===== src/fuc_regs.svh =====
// fuc_regs.svh: constants of the feature unlock command link and of the host register map
// assumes inclusion by the two end modules, the link checker and the bench
`ifndef FUC_REGS_SVH
`define FUC_REGS_SVH

// ----------------------------------------------------------------
// command codes, key and counts
// ----------------------------------------------------------------
`define FUC_CODE_SELECT    16'hffff
`define FUC_CODE_VIRTUAL   16'h1840
`define FUC_KEY0           16'h41ac
`define FUC_KEY1           16'hbe53
`define FUC_SELECT_COUNT   16'h0003
`define FUC_VIRTUAL_COUNT  16'h0002
`define FUC_UNIT_MAX       16'h005f
`define FUC_FEAT_W         5
`define FUC_AXES           4

// ----------------------------------------------------------------
// feature enable bit positions
// ----------------------------------------------------------------
`define FUC_FEAT_TRAVERSE  0
`define FUC_FEAT_MEMLINK   1
`define FUC_FEAT_MRESET    2
`define FUC_FEAT_FASTOUT   3
`define FUC_FEAT_SYNC      4

// ----------------------------------------------------------------
// program path codes
// ----------------------------------------------------------------
`define FUC_LINEAR_INTERP_CODE 8'h01
`define FUC_INDIRECT_REG       8'h1f
`define FUC_SYNC_GEAR          16'h0001
`define FUC_SYNC_CAM           16'h0002
`define FUC_SYNC_CANCEL        16'h0003
`define FUC_SYNC_LATCH         16'h0004

// ----------------------------------------------------------------
// timing: outstanding transfer window after each accepted transfer
// ----------------------------------------------------------------
`define FUC_XFER_NS        64
`define FUC_CLK_MHZ        125
`define FUC_XFER_CYC       ((`FUC_XFER_NS * `FUC_CLK_MHZ + 999) / 1000)

// ----------------------------------------------------------------
// host register map (byte offsets) and status fields
// ----------------------------------------------------------------
`define FUC_OFF_CTRL       8'h00
`define FUC_OFF_CODE       8'h04
`define FUC_OFF_SRC0       8'h08
`define FUC_OFF_SRC1       8'h0c
`define FUC_OFF_SRC2       8'h10
`define FUC_OFF_UNIT       8'h14
`define FUC_OFF_COUNT      8'h18
`define FUC_OFF_STATUS     8'h1c
`define FUC_CTRL_GO        0
`define FUC_STAT_PEND      0
`define FUC_STAT_DONE      1
`define FUC_STAT_EQ        2
`define FUC_STAT_RES_LSB   4
`define FUC_AXI_AW         8
`define FUC_RESP_OKAY      2'b00
`define FUC_RESP_SLVERR    2'b10

`endif


===== src/fuc_pkg.sv =====
// fuc_pkg.sv: types shared by the link interface and both ends
// assumes fuc_regs.svh on the include path
package fuc_pkg;
   // answer of the device to one transfer
   typedef enum logic [1:0] {
      FUC_RES_OK    = 2'b00,
      FUC_RES_BUSY  = 2'b01,
      FUC_RES_ABORT = 2'b10,
      FUC_RES_FMT   = 2'b11
   } fuc_res_t;

   // device sequencer states
   typedef enum logic [2:0] {
      FUC_ST_IDLE = 3'b001,
      FUC_ST_EVAL = 3'b010,
      FUC_ST_RESP = 3'b100
   } fuc_state_t;

   typedef logic [15:0] fuc_word_t;
   typedef logic [31:0] fuc_pos_t;
endpackage


===== src/fuc_link_if.sv =====
// fuc_link_if.sv: transfer link between host end and device end
// assumes both ends run on the same clock
`timescale 1ns/1ns
interface fuc_link_if;
   import fuc_pkg::*;
   logic       req;       // host holds until resp_valid
   fuc_word_t  ctrl_code;
   fuc_word_t  src0;
   fuc_word_t  src1;
   fuc_word_t  src2;
   fuc_word_t  dst_unit;
   fuc_word_t  dst_count;
   logic       resp_valid; // one-cycle answer
   fuc_res_t   resp;

   modport dev  (input req, ctrl_code, src0, src1, src2, dst_unit, dst_count, output resp_valid, resp);
   modport host (output req, ctrl_code, src0, src1, src2, dst_unit, dst_count, input resp_valid, resp);
endinterface


===== src/fuc_dev.sv =====
// fuc_dev.sv: device end, checks keyed feature selection and virtual axis transfers
// assumes the host end on the link, pendant mode lines from outside the clock domain
//
// Operation
// - all-ones code selects customized feature command
// - two key words must match, else abort
// - low five enable bits switch features on
// - bits: traverse, memlink, mreset, fastout, sync
// - host keeps reserved enable bits zero
// - unit number must be zero to ninety-five
// - word count must be three, else abort
// - valid command enables features, equality flag set
// - outstanding previous transfer answers busy
// - pendant enabled or occupy mode answers busy
// - second selection refused as format error
// - feature enables zero after reset
// - host should select features first after reset
// - new enables apply at once, mid motion
// - separate code sets virtual axes, host only
// - any of four axes may be virtual
// - config bits zero to three map X,Y,Z,U
// - virtual axis feedback equals position command
// - indirect linear move, table value 1 gear
// - table values 2 cam, 3 cancel, 4 latch
//
// Chosen here: the address map and the AXI4-Lite interface to the registers.
`timescale 1ns/1ns
`include "fuc_regs.svh"
module fuc_dev (
   // clock and reset
   input  wire logic                       CLOCK,
   input  wire logic                       RESET,
   // link
   fuc_link_if.dev                         LINK,
   // identity and pendant state
   input  wire logic [6:0]                 UNIT_NUMBER,
   input  wire logic                       PENDANT_ENABLED,
   input  wire logic                       PENDANT_OCCUPY,
   // feature enables
   output      logic [`FUC_FEAT_W-1:0]     FEATURE_EN,
   output      logic [`FUC_AXES-1:0]       VIRTUAL_AXES,
   // axis position paths
   input  wire fuc_pkg::fuc_pos_t          CMD_POS [`FUC_AXES],
   input  wire fuc_pkg::fuc_pos_t          ENC_POS [`FUC_AXES],
   output      fuc_pkg::fuc_pos_t          FB_POS [`FUC_AXES],
   // program path
   input  wire logic                       PROG_VALID,
   input  wire logic [7:0]                 PROG_OPCODE,
   input  wire logic [7:0]                 PROG_OPERAND_REG,
   input  wire fuc_pkg::fuc_word_t         PROG_TABLE0,
   output      logic                       SYNC_GEAR,
   output      logic                       SYNC_CAM,
   output      logic                       SYNC_CANCEL,
   output      logic                       SYNC_LATCH,
   output      logic                       SYNC_REJECT
);
   import fuc_pkg::*;

   localparam logic [3:0] XFER_CYC = 4'(`FUC_XFER_CYC);

   // ----------------------------------------------------------------
   // state
   // ----------------------------------------------------------------
   fuc_state_t  state_reg;
   fuc_state_t  state_next;
   fuc_res_t    res_reg;
   fuc_res_t    res_next;
   logic [1:0]  pen_en_sync;
   logic [1:0]  pen_oc_sync;
   logic        pendant_busy;
   logic [3:0]  xfer_cnt_reg;
   logic        once_reg;
   logic [`FUC_FEAT_W-1:0] feat_reg;
   logic [`FUC_AXES-1:0]   virt_reg;
   logic        is_select;
   logic        is_virtual;
   logic        prog_hit;

   // ----------------------------------------------------------------
   // pendant synchronisers
   // ----------------------------------------------------------------
   // pendant lines come from another domain, two flops before use
   always_ff @(posedge CLOCK) begin
      if (RESET) begin
         pen_en_sync <= 2'b00;
         pen_oc_sync <= 2'b00;
      end else begin
         pen_en_sync <= {pen_en_sync[0], PENDANT_ENABLED};
         pen_oc_sync <= {pen_oc_sync[0], PENDANT_OCCUPY};
      end
   end

   assign pendant_busy = pen_en_sync[1] || pen_oc_sync[1];

   // ----------------------------------------------------------------
   // transfer check
   // ----------------------------------------------------------------
   assign is_select  = (LINK.ctrl_code == `FUC_CODE_SELECT);
   assign is_virtual = (LINK.ctrl_code == `FUC_CODE_VIRTUAL);

   // answer priority: busy, addressing, count, key, repeat
   always_comb begin
      res_next = FUC_RES_OK;
      if (xfer_cnt_reg != 4'h0) begin
         res_next = FUC_RES_BUSY;
      end else if (pendant_busy) begin
         res_next = FUC_RES_BUSY;
      end else if (LINK.dst_unit > `FUC_UNIT_MAX || LINK.dst_unit[6:0] != UNIT_NUMBER) begin
         res_next = FUC_RES_ABORT;
      end else if (is_select) begin
         if (LINK.dst_count != `FUC_SELECT_COUNT) begin
            res_next = FUC_RES_ABORT;
         end else if (LINK.src0 != `FUC_KEY0 || LINK.src1 != `FUC_KEY1) begin
            res_next = FUC_RES_ABORT;
         end else if (once_reg) begin
            res_next = FUC_RES_FMT;
         end
      end else if (is_virtual) begin
         if (LINK.dst_count != `FUC_VIRTUAL_COUNT || LINK.src1 != 16'h0000) begin
            res_next = FUC_RES_ABORT;
         end
      end else begin
         res_next = FUC_RES_ABORT;
      end
   end

   // ----------------------------------------------------------------
   // sequencer
   // ----------------------------------------------------------------
   // take, evaluate, answer; the host drops req at the answer edge
   always_comb begin
      state_next = state_reg;
      unique case (state_reg)
         FUC_ST_IDLE: begin
            if (LINK.req) begin
               state_next = FUC_ST_EVAL;
            end
         end
         FUC_ST_EVAL: begin
            state_next = FUC_ST_RESP;
         end
         FUC_ST_RESP: begin
            state_next = FUC_ST_IDLE;
         end
      endcase
   end

   always_ff @(posedge CLOCK) begin
      if (RESET) begin
         state_reg <= FUC_ST_IDLE;
      end else begin
         state_reg <= state_next;
      end
   end

   // answer code held from evaluation through the answer cycle
   always_ff @(posedge CLOCK) begin
      if (RESET) begin
         res_reg <= FUC_RES_OK;
      end else if (state_reg == FUC_ST_EVAL) begin
         res_reg <= res_next;
      end
   end

   assign LINK.resp_valid = (state_reg == FUC_ST_RESP);
   assign LINK.resp       = res_reg;

   // outstanding window opens on every accepted transfer; a busy answer does not extend it
   always_ff @(posedge CLOCK) begin
      if (RESET) begin
         xfer_cnt_reg <= 4'h0;
      end else if (state_reg == FUC_ST_EVAL && res_next == FUC_RES_OK) begin
         xfer_cnt_reg <= XFER_CYC;
      end else if (xfer_cnt_reg != 4'h0) begin
         xfer_cnt_reg <= xfer_cnt_reg - 4'h1;
      end
   end

   // ----------------------------------------------------------------
   // enable latches
   // ----------------------------------------------------------------
   // only a good selection writes; reserved upper bits are dropped
   always_ff @(posedge CLOCK) begin
      if (RESET) begin
         feat_reg <= '0;
         once_reg <= 1'b0;
      end else if (state_reg == FUC_ST_EVAL && is_select && res_next == FUC_RES_OK) begin
         feat_reg <= LINK.src2[`FUC_FEAT_W-1:0];
         once_reg <= 1'b1;
      end
   end

   // virtual axis set may be repeated; the program path cannot reach it
   always_ff @(posedge CLOCK) begin
      if (RESET) begin
         virt_reg <= '0;
      end else if (state_reg == FUC_ST_EVAL && is_virtual && res_next == FUC_RES_OK) begin
         virt_reg <= LINK.src0[`FUC_AXES-1:0];
      end
   end

   // enables drive the feature logic directly, no wait for motion to end
   assign FEATURE_EN   = feat_reg;
   assign VIRTUAL_AXES = virt_reg;

   // ----------------------------------------------------------------
   // axis feedback
   // ----------------------------------------------------------------
   // a virtual axis reads back its own command, so following error is zero
   always_ff @(posedge CLOCK) begin
      if (RESET) begin
         for (int a = 0; a < `FUC_AXES; a++) begin
            FB_POS[a] <= 32'h00000000;
         end
      end else begin
         for (int a = 0; a < `FUC_AXES; a++) begin
            FB_POS[a] <= virt_reg[a] ? CMD_POS[a] : ENC_POS[a];
         end
      end
   end

   // ----------------------------------------------------------------
   // program path selection
   // ----------------------------------------------------------------
   assign prog_hit = PROG_VALID && PROG_OPCODE == `FUC_LINEAR_INTERP_CODE
                     && PROG_OPERAND_REG == `FUC_INDIRECT_REG;

   // one-cycle pulses; group disabled or unknown table code is rejected
   always_ff @(posedge CLOCK) begin
      if (RESET) begin
         SYNC_GEAR   <= 1'b0;
         SYNC_CAM    <= 1'b0;
         SYNC_CANCEL <= 1'b0;
         SYNC_LATCH  <= 1'b0;
         SYNC_REJECT <= 1'b0;
      end else begin
         SYNC_GEAR   <= 1'b0;
         SYNC_CAM    <= 1'b0;
         SYNC_CANCEL <= 1'b0;
         SYNC_LATCH  <= 1'b0;
         SYNC_REJECT <= 1'b0;
         if (prog_hit) begin
            if (!feat_reg[`FUC_FEAT_SYNC]) begin
               SYNC_REJECT <= 1'b1;
            end else if (PROG_TABLE0 == `FUC_SYNC_GEAR) begin
               SYNC_GEAR <= 1'b1;
            end else if (PROG_TABLE0 == `FUC_SYNC_CAM) begin
               SYNC_CAM <= 1'b1;
            end else if (PROG_TABLE0 == `FUC_SYNC_CANCEL) begin
               SYNC_CANCEL <= 1'b1;
            end else if (PROG_TABLE0 == `FUC_SYNC_LATCH) begin
               SYNC_LATCH <= 1'b1;
            end else begin
               SYNC_REJECT <= 1'b1;
            end
         end
      end
   end
endmodule


===== src/flat_wrapper.sv =====
// flat-port wrapper written by rule: the top's interface ports become plain ports
module fuc_dev_flat import fuc_pkg::*;
  (CLOCK, RESET, UNIT_NUMBER, PENDANT_ENABLED, PENDANT_OCCUPY, FEATURE_EN, VIRTUAL_AXES, CMD_POS, ENC_POS, FB_POS, PROG_VALID, PROG_OPCODE, PROG_OPERAND_REG, PROG_TABLE0, SYNC_GEAR, SYNC_CAM, SYNC_CANCEL, SYNC_LATCH, SYNC_REJECT, LINK_req, LINK_ctrl_code, LINK_src0, LINK_src1, LINK_src2, LINK_dst_unit, LINK_dst_count, LINK_resp_valid, LINK_resp);
  fuc_link_if LINK_i ();
  input  wire logic CLOCK;
  input  wire logic RESET;
  input  wire logic [6:0] UNIT_NUMBER;
  input  wire logic PENDANT_ENABLED;
  input  wire logic PENDANT_OCCUPY;
  output      logic [`FUC_FEAT_W-1:0] FEATURE_EN;
  output      logic [`FUC_AXES-1:0] VIRTUAL_AXES;
  input  wire fuc_pkg::fuc_pos_t CMD_POS[`FUC_AXES];
  input  wire fuc_pkg::fuc_pos_t ENC_POS[`FUC_AXES];
  output      fuc_pkg::fuc_pos_t FB_POS[`FUC_AXES];
  input  wire logic PROG_VALID;
  input  wire logic [7:0] PROG_OPCODE;
  input  wire logic [7:0] PROG_OPERAND_REG;
  input  wire fuc_pkg::fuc_word_t PROG_TABLE0;
  output      logic SYNC_GEAR;
  output      logic SYNC_CAM;
  output      logic SYNC_CANCEL;
  output      logic SYNC_LATCH;
  output      logic SYNC_REJECT;
  input wire logic [$bits(LINK_i.req)-1:0] LINK_req;
  input wire logic [$bits(LINK_i.ctrl_code)-1:0] LINK_ctrl_code;
  input wire logic [$bits(LINK_i.src0)-1:0] LINK_src0;
  input wire logic [$bits(LINK_i.src1)-1:0] LINK_src1;
  input wire logic [$bits(LINK_i.src2)-1:0] LINK_src2;
  input wire logic [$bits(LINK_i.dst_unit)-1:0] LINK_dst_unit;
  input wire logic [$bits(LINK_i.dst_count)-1:0] LINK_dst_count;
  output wire logic [$bits(LINK_i.resp_valid)-1:0] LINK_resp_valid;
  output wire logic [$bits(LINK_i.resp)-1:0] LINK_resp;
  assign LINK_i.req = LINK_req;
  assign LINK_i.ctrl_code = LINK_ctrl_code;
  assign LINK_i.src0 = LINK_src0;
  assign LINK_i.src1 = LINK_src1;
  assign LINK_i.src2 = LINK_src2;
  assign LINK_i.dst_unit = LINK_dst_unit;
  assign LINK_i.dst_count = LINK_dst_count;
  assign LINK_resp_valid = LINK_i.resp_valid;
  assign LINK_resp = LINK_i.resp;
  fuc_dev u_core (.CLOCK(CLOCK), .RESET(RESET), .LINK(LINK_i), .UNIT_NUMBER(UNIT_NUMBER), .PENDANT_ENABLED(PENDANT_ENABLED), .PENDANT_OCCUPY(PENDANT_OCCUPY), .FEATURE_EN(FEATURE_EN), .VIRTUAL_AXES(VIRTUAL_AXES), .CMD_POS(CMD_POS), .ENC_POS(ENC_POS), .FB_POS(FB_POS), .PROG_VALID(PROG_VALID), .PROG_OPCODE(PROG_OPCODE), .PROG_OPERAND_REG(PROG_OPERAND_REG), .PROG_TABLE0(PROG_TABLE0), .SYNC_GEAR(SYNC_GEAR), .SYNC_CAM(SYNC_CAM), .SYNC_CANCEL(SYNC_CANCEL), .SYNC_LATCH(SYNC_LATCH), .SYNC_REJECT(SYNC_REJECT));
endmodule

===== config.mk =====
export PLATFORM = sky130hd
export DESIGN_NAME = fuc_dev_flat
export DESIGN_NICKNAME = d
export VERILOG_FILES = /design/src/fuc_pkg.sv /design/src/fuc_link_if.sv /design/src/fuc_dev.sv /design/src/flat_wrapper.sv
export VERILOG_INCLUDE_DIRS = /design/src
export SDC_FILE = /design/constraint.sdc
export NUM_CORES = 1
export LEC_CHECK = 0
export ABC_AREA = 1
export BUFFER_PORTS_ARGS = -buffer_cell sky130_fd_sc_hd__clkbuf_2
export CAP_MARGIN = 20
export CORE_AREA = 4 4 209 211
export DETAILED_ROUTE_END_ITERATION = 10
export DIE_AREA = 0 0 213 215
export PLACE_DENSITY_LB_ADDON = 0.05
export SLEW_MARGIN = 20
export SYNTH_ARGS = -nofsm -noshare
export SYNTH_HDL_FRONTEND = slang
export SYNTH_SLANG_ARGS = --single-unit

===== constraint.sdc =====
create_clock -name CLOCK -period 2.7 [get_ports CLOCK]
set_clock_uncertainty 0.15 [all_clocks]
set_input_delay 0.54 -clock CLOCK [delete_from_list [all_inputs] [get_ports CLOCK]]
set_output_delay 0.54 -clock CLOCK [all_outputs]
set_load 0.005 [all_outputs]

# [After elaboration in Yosys (flattened, before gate mapping)]
# Cells that the tools add are included.
[totals] register_bits=156 in_bits=397 out_inout_bits=145 word_cells=86
[classes] add_sub_neg=1 magnitude_cmp=1 n_eq_ne=17 mux=26 bitwise=2 n_reduce_logical=21
[op_table] cell="2-to-1 mux 32 bit" n=4
[op_table] cell="== test 16 x 2 -> 1 bit (second input constant)" n=2
[op_table] cell="inequality test 16 x 2 -> 1 bit (second input constant)" n=2
[op_table] cell="2-to-1 mux 2 bit" n=9
[op_table] cell="== test 16 x 1 -> 1 bit (second input constant)" n=1
[op_table] cell="== test 16 x 13 -> 1 bit (second input constant)" n=1
[op_table] cell="== test 16 bit (second input constant)" n=1
[op_table] cell="== test 16 x 3 -> 1 bit (second input constant)" n=1
[op_table] cell="greater-than comparator 16 x 7 -> 1 bit (second input constant)" n=1
[op_table] cell="inequality test 16 x 15 -> 1 bit (second input constant)" n=1
[op_table] cell="inequality test 16 bit (second input constant)" n=1
[op_table] cell="nonzero test 16 bit" n=1
[op_table] cell="2-to-1 mux 1 bit" n=9
[op_table] cell="case mux 3 bit (3 select lines)" n=1
[op_table] cell="== test 8 x 1 -> 1 bit (second input constant)" n=1
[op_table] cell="== test 8 x 5 -> 1 bit (second input constant)" n=1
[op_table] cell="2-to-1 mux 4 bit" n=2
[op_table] cell="logical AND 1 bit" n=7
[op_table] cell="inequality test 7 bit" n=1
[op_table] cell="OR reduction 6 bit" n=1
[op_table] cell="OR reduction 5 bit" n=1
[op_table] cell="logical OR 1 bit" n=4
[op_table] cell="nonzero test 4 bit" n=1
[op_table] cell="OR reduction 2 bit" n=2
[op_table] cell="11 further kinds" n=12

# [Longest topological paths before layout]
[logic_depth] ltp_word=11 depth_mapped=15 depth_no_buf=14

# [Worst setup path before layout]
# No wires, ideal clock.
[synth_timing] path_kind="input port to flip-flop" startpoint="input port LINK_src1[3]" endpoint="register u_core.feat_reg[0] (netlist: u_core.FEATURE_EN[0])" setup_time_ns=0.113 t_arrival_ns=1.630 t_required_ns=2.437 setup_slack_ns=0.807 cell_stages=13 path_buffers=1 path_cell_list="nor2_1 > nand3_1 > nor2_1 > nand2_1 > nor2_1 > nand2_1 > nand2_1 > nand3_1 > nor2_4 > nand2_2 > buf_6 > nor2_1 > nor2_1"
[synth_between] elab_chain_cells=10 word_cells_on_any_way=14 classes_between="1 x eq/ne; 8 x mux; 5 x reduce/logical"
[synth_rtl] element="start: declaration" line_no="flat_wrapper.sv:27" text="input wire logic [$bits(LINK_i.src1)-1:0] LINK_src1;"
[synth_rtl] element="inequality test 16 bit (no line) / nonzero test 16 bit (equally long branches)"
[synth_rtl] element="logical OR 1 bit, on equally long branches"
[synth_rtl] element="2-to-1 mux 2 bit, on equally long branches" line_no="fuc_dev.sv:113, fuc_dev.sv:119"
[synth_rtl] element="2-to-1 mux 2 bit, on equally long branches" line_no="fuc_dev.sv:111, fuc_dev.sv:118"
[synth_rtl] element="2-to-1 mux 2 bit (*)" line_no="fuc_dev.sv:110" text="end else if (is_select) begin"
[synth_rtl] element="2-to-1 mux 2 bit (*)" line_no="fuc_dev.sv:108" text="end else if (LINK.dst_unit > `FUC_UNIT_MAX || LINK.dst_unit[6:0] != UNIT_NUMBER) begin"
[synth_rtl] element="2-to-1 mux 2 bit (*)" line_no="fuc_dev.sv:106" text="end else if (pendant_busy) begin"
[synth_rtl] element="2-to-1 mux 2 bit (*)" line_no="fuc_dev.sv:104" text="if (xfer_cnt_reg != 4'h0) begin"
[synth_rtl] element="zero test 2 bit (*)" line_no="fuc_dev.sv:187" text="end else if (state_reg == FUC_ST_EVAL && is_select && res_next == FUC_RES_OK) begin"
[synth_rtl] element="logical AND 1 bit (*)" line_no="fuc_dev.sv:187"
[synth_rtl] element="end signal: assignment" line_no="fuc_dev.sv:188" text="feat_reg <= LINK.src2[`FUC_FEAT_W-1:0];"
[synth_rtl] element="end: declaration" line_no="fuc_dev.sv:73" text="logic [`FUC_FEAT_W-1:0] feat_reg;"
# Mark *: on every way between the ends. The rest lies on a longest branch, timed or not.
# A chain may end at the register's enable or synchronous reset.

# [Worst setup path after layout]
[layout_timing] startpoint="register u_core.xfer_cnt_reg[0]" endpoint="register u_core.virt_reg[3] (netlist: u_core.VIRTUAL_AXES[3])"
[layout_between] elab_chain_cells=4
[layout_rtl] element="start: declaration" line_no="fuc_dev.sv:71" text="logic [3:0] xfer_cnt_reg;"
[layout_rtl] element="start signal: assignment" line_no="fuc_dev.sv:175" text="xfer_cnt_reg <= xfer_cnt_reg - 4'h1;"
[layout_rtl] element="nonzero test 4 bit" line_no="fuc_dev.sv:104"
[layout_rtl] element="2-to-1 mux 2 bit" line_no="fuc_dev.sv:104"
[layout_rtl] element="zero test 2 bit" line_no="fuc_dev.sv:197" text="end else if (state_reg == FUC_ST_EVAL && is_virtual && res_next == FUC_RES_OK) begin"
[layout_rtl] element="logical AND 1 bit" line_no="fuc_dev.sv:197"
[layout_rtl] element="end signal: assignment" line_no="fuc_dev.sv:198" text="virt_reg <= LINK.src0[`FUC_AXES-1:0];"
[layout_rtl] element="end: declaration" line_no="fuc_dev.sv:74" text="logic [`FUC_AXES-1:0] virt_reg;"
# No other way between the ends.

==> flow_summary.yaml <==
sta:
  rsz0062_at_grt: "no"
  drv_slew: 0
  worst_pin_slew_ps: 423.7
  finalSetupViolations: 0
  fmax_mhz: 460.2
  slew_headroom_pct: 71.45
  hold_viol_final: 0
  finalCriticalPeriod_ps: 2173
  tns_ps: 0
  post-route-period-util_pct: 80.47
setup_path:
  cp_cell_sequence: "inv_1 > ha_1 > inv_1 > nor3_4 > inv_2 > nor4_4 > nand2_2 > nor2_4 > nand2_2 > nor2_1 > nor2_1"
  critPathArrivalTime_ps: 2390
  end_kind: "flop"
  crit_fanout: 8
  critical_path.top_delay_family: "simple AND/OR/NAND/NOR gates"
  cpMaxStageDelayCell: "dfxtp_1"
  crit_path_start_kind: "flop"
  ff2ff_setup_slack_ps: 530
  crit_type: "flop to flop"
  cpPeakStageDelay_ps: 320
  crit_buf_inv: 3
  required_ps: 2920
cts:
  holdBufCountCts: 0
  clk_pin_slew_ps: 70
  cts_setup_buffers: 0
  cts_resized: 0
  clock_latency_ps: 470
  cts_buffer_depth: 2
  htree_levels: 4
  cts_tree: "yes"
  cts_sinks: 156
  root_buffer: "clkbuf_16"
  cts_made_buffers: 17
synthesis:
  synth_top_area_share_pct: 51.04
  synth_warnings: 0
  yosysUniqueCellTypes: 22
  syn_nets: 1270
  synthArstFlopShare_pct: 0
  synth_seq_cells: 156
  yosysTopAreaCell: "dfxtp_1"
  netlist_instances: 871
  yosysSeqAreaShare_pct: 51.04
  synth-main-ff-cell: "dfxtp_1"
  synth_area_per_cell_um2: 7.025
  synth-edff-count: 0
  synth_area_mm2: 0.006118
  netlist_top_cells_area: "dfxtp_1 51%, nor2_1 21%, o21ai_0 11%"
die:
  rows: 75
  io_pins: 542
  die-area_mm2: 0.04580
  die_y_um: 215
  core_mm2: 0.04176
  start_util_pct: 14.65
  die_x_um: 213
min_path:
  hp-class: "primary input to flop"
global_routing:
  grt_remaining_overflow: 0
  antenna_found_initial: 4
  track_usage_pct: 13.76
  grt_max_degree: 71
  grt_pass1_vias: 7445
  grt_pass1_wl_mm: 46.24
cells_and_area:
  layout-drive-gt1-share_pct: 41.68
  largest-register: "u_core.FB_POS"
  syn_to_final_growth_pct: 64.29
  fill_cells: 4766
  nNetsFinal: 1792
  seqCellArea_mm2: 0.003123
  largest_reg_flops: 128
  finish.utilization_pct: 24.07
  multi_input_area_mm2: 0.002624
place:
  portBuffers: 530
  dp_hpwl_mm: 25.85
  gp_congestion: 0.7547
route:
  wire_per_inst_um: 16.48
  drt-initial-drc-count: 235
  num_vias: 7245
  drc_errors: 0
  drt_wl_total_mm: 32.09
  vias_per_cell: 3.721
  dr.pass1.iters: 4
  ant_nets: 0
status:
  outcome: "finished, final reports clean"
power:
  p_leak_nw: 5.402
  p_per_area_mw_per_mm2: 592.2
  ir_worst_vdd_mv: 0.4117
flow_run:
  max_cap_viol_count: 0
[synth_stat cells, types with 2 or more instances]
library cell / instances
nand4_1: 4
dfxtp_1: 156
nand2_1: 88
or2_2: 2
o21ai_0: 135
nand3_1: 7
ha_1: 2
clkbuf_1: 40
nor4_1: 6
nor3_1: 12
a21oi_1: 7
nor2_1: 346
inv_1: 55
nand2_2: 3
[power by group]
part | internal, W | switching [W] | leakage [nW]
clock network | 0.00157 | 0.00112 | 0.310
registers | 0.00244 | 0.0000511 | 1.30
logic | 0.000400 | 0.000373 | 3.80
total | 0.00441 | 0.00154 | 5.40
[metrics by stage]
step,worst slack [ps],total power (W),hold WS [ps],std cells,area (um^2)
2_1_floorplan,807.2,0.002835,238.3,871,6118
3_3_place_gp,212.5,0.003335,249.1,1913,9417
3_5_place_dp,193.6,0.003334,249.1,1913,9417
4_1_cts,472.3,0.006125,53.32,1945,10050
5_1_grt,328.0,0.006295,76.66,1946,10050
6_report,527.2,0.005953,105.3,1947,10050
[metal layers]
| metal | wire length (um) | up-vias | GRT usage, % |
|---|---|---|---|
| met5 | 33 | - | 0 |
| li1 | - | 3770 | - |
| met1 | 11980 | 3152 | 14.04 |
| met3 | 3563 | 29 | 7.511 |
| met2 | 16010 | 290 | 24.21 |
| met4 | 498 | 4 | 3.930 |
[kinds of logic after synthesis]
logic type	after synthesis	share of synthesized area, %
DFF	156	51.04
adders and majority gates	2	0.4089
AOI/OAI and AO/OA	142	11.62
xor gates and xnor gates	1	0.1432
buffers and inverters	97	6.074
and+or+nand+nor	473	30.72
[worst register-to-register path, stage by stage (launching register included)]
cell     delay [ps]
dfxtp_1         320
inv_1           100
ha_1            160
inv_1            70
nor3_4          220
inv_2           100
nor4_4          300
nand2_2         120
nor2_4          150
nand2_2         170
nor2_1          150
nor2_1           50
[area by class of cell]
| cell class | count | share of cell area, % |
|---|---|---|
| antenna | 2 | 0.04979 |
| clock inverter | 14 | 1.904 |
| multi-input combinational | 618 | 26.10 |
| timing repair buffer | 544 | 27.68 |
| inverter | 56 | 2.116 |
| sequential | 156 | 31.07 |
| tap | 539 | 6.709 |
| clock buffer | 18 | 4.369 |
[path summary, 6_finish.rpt]
kind,start,to,cells after the start
worst max-delay path,u_core.xfer_cnt_reg[0],u_core.VIRTUAL_AXES[3],11
worst min-delay path,PENDANT_ENABLED,u_core.pen_en_sync[0],3
worst max register to register,u_core.xfer_cnt_reg[0],u_core.VIRTUAL_AXES[3],11
worst min register to register,u_core.pen_oc_sync[0],u_core.pen_oc_sync[1],2
[cell usage in the layout (no fill, tap or decap), types with 3 or more instances in the layout]
cell       count
clkbuf_2     530
nor2_1       346
dfxtp_1      156
o21ai_0      135
nand2_1       88
inv_1         54
clkbuf_16     17
nor3_1        12
buf_4         12
a21oi_1        7
nand3_1        7
nor4_1         6
nand4_1        4
clkinv_2       4
bufinv_16      4
nand2_2        3
clkinv_4       3
(Power assumes the default switching activity.)
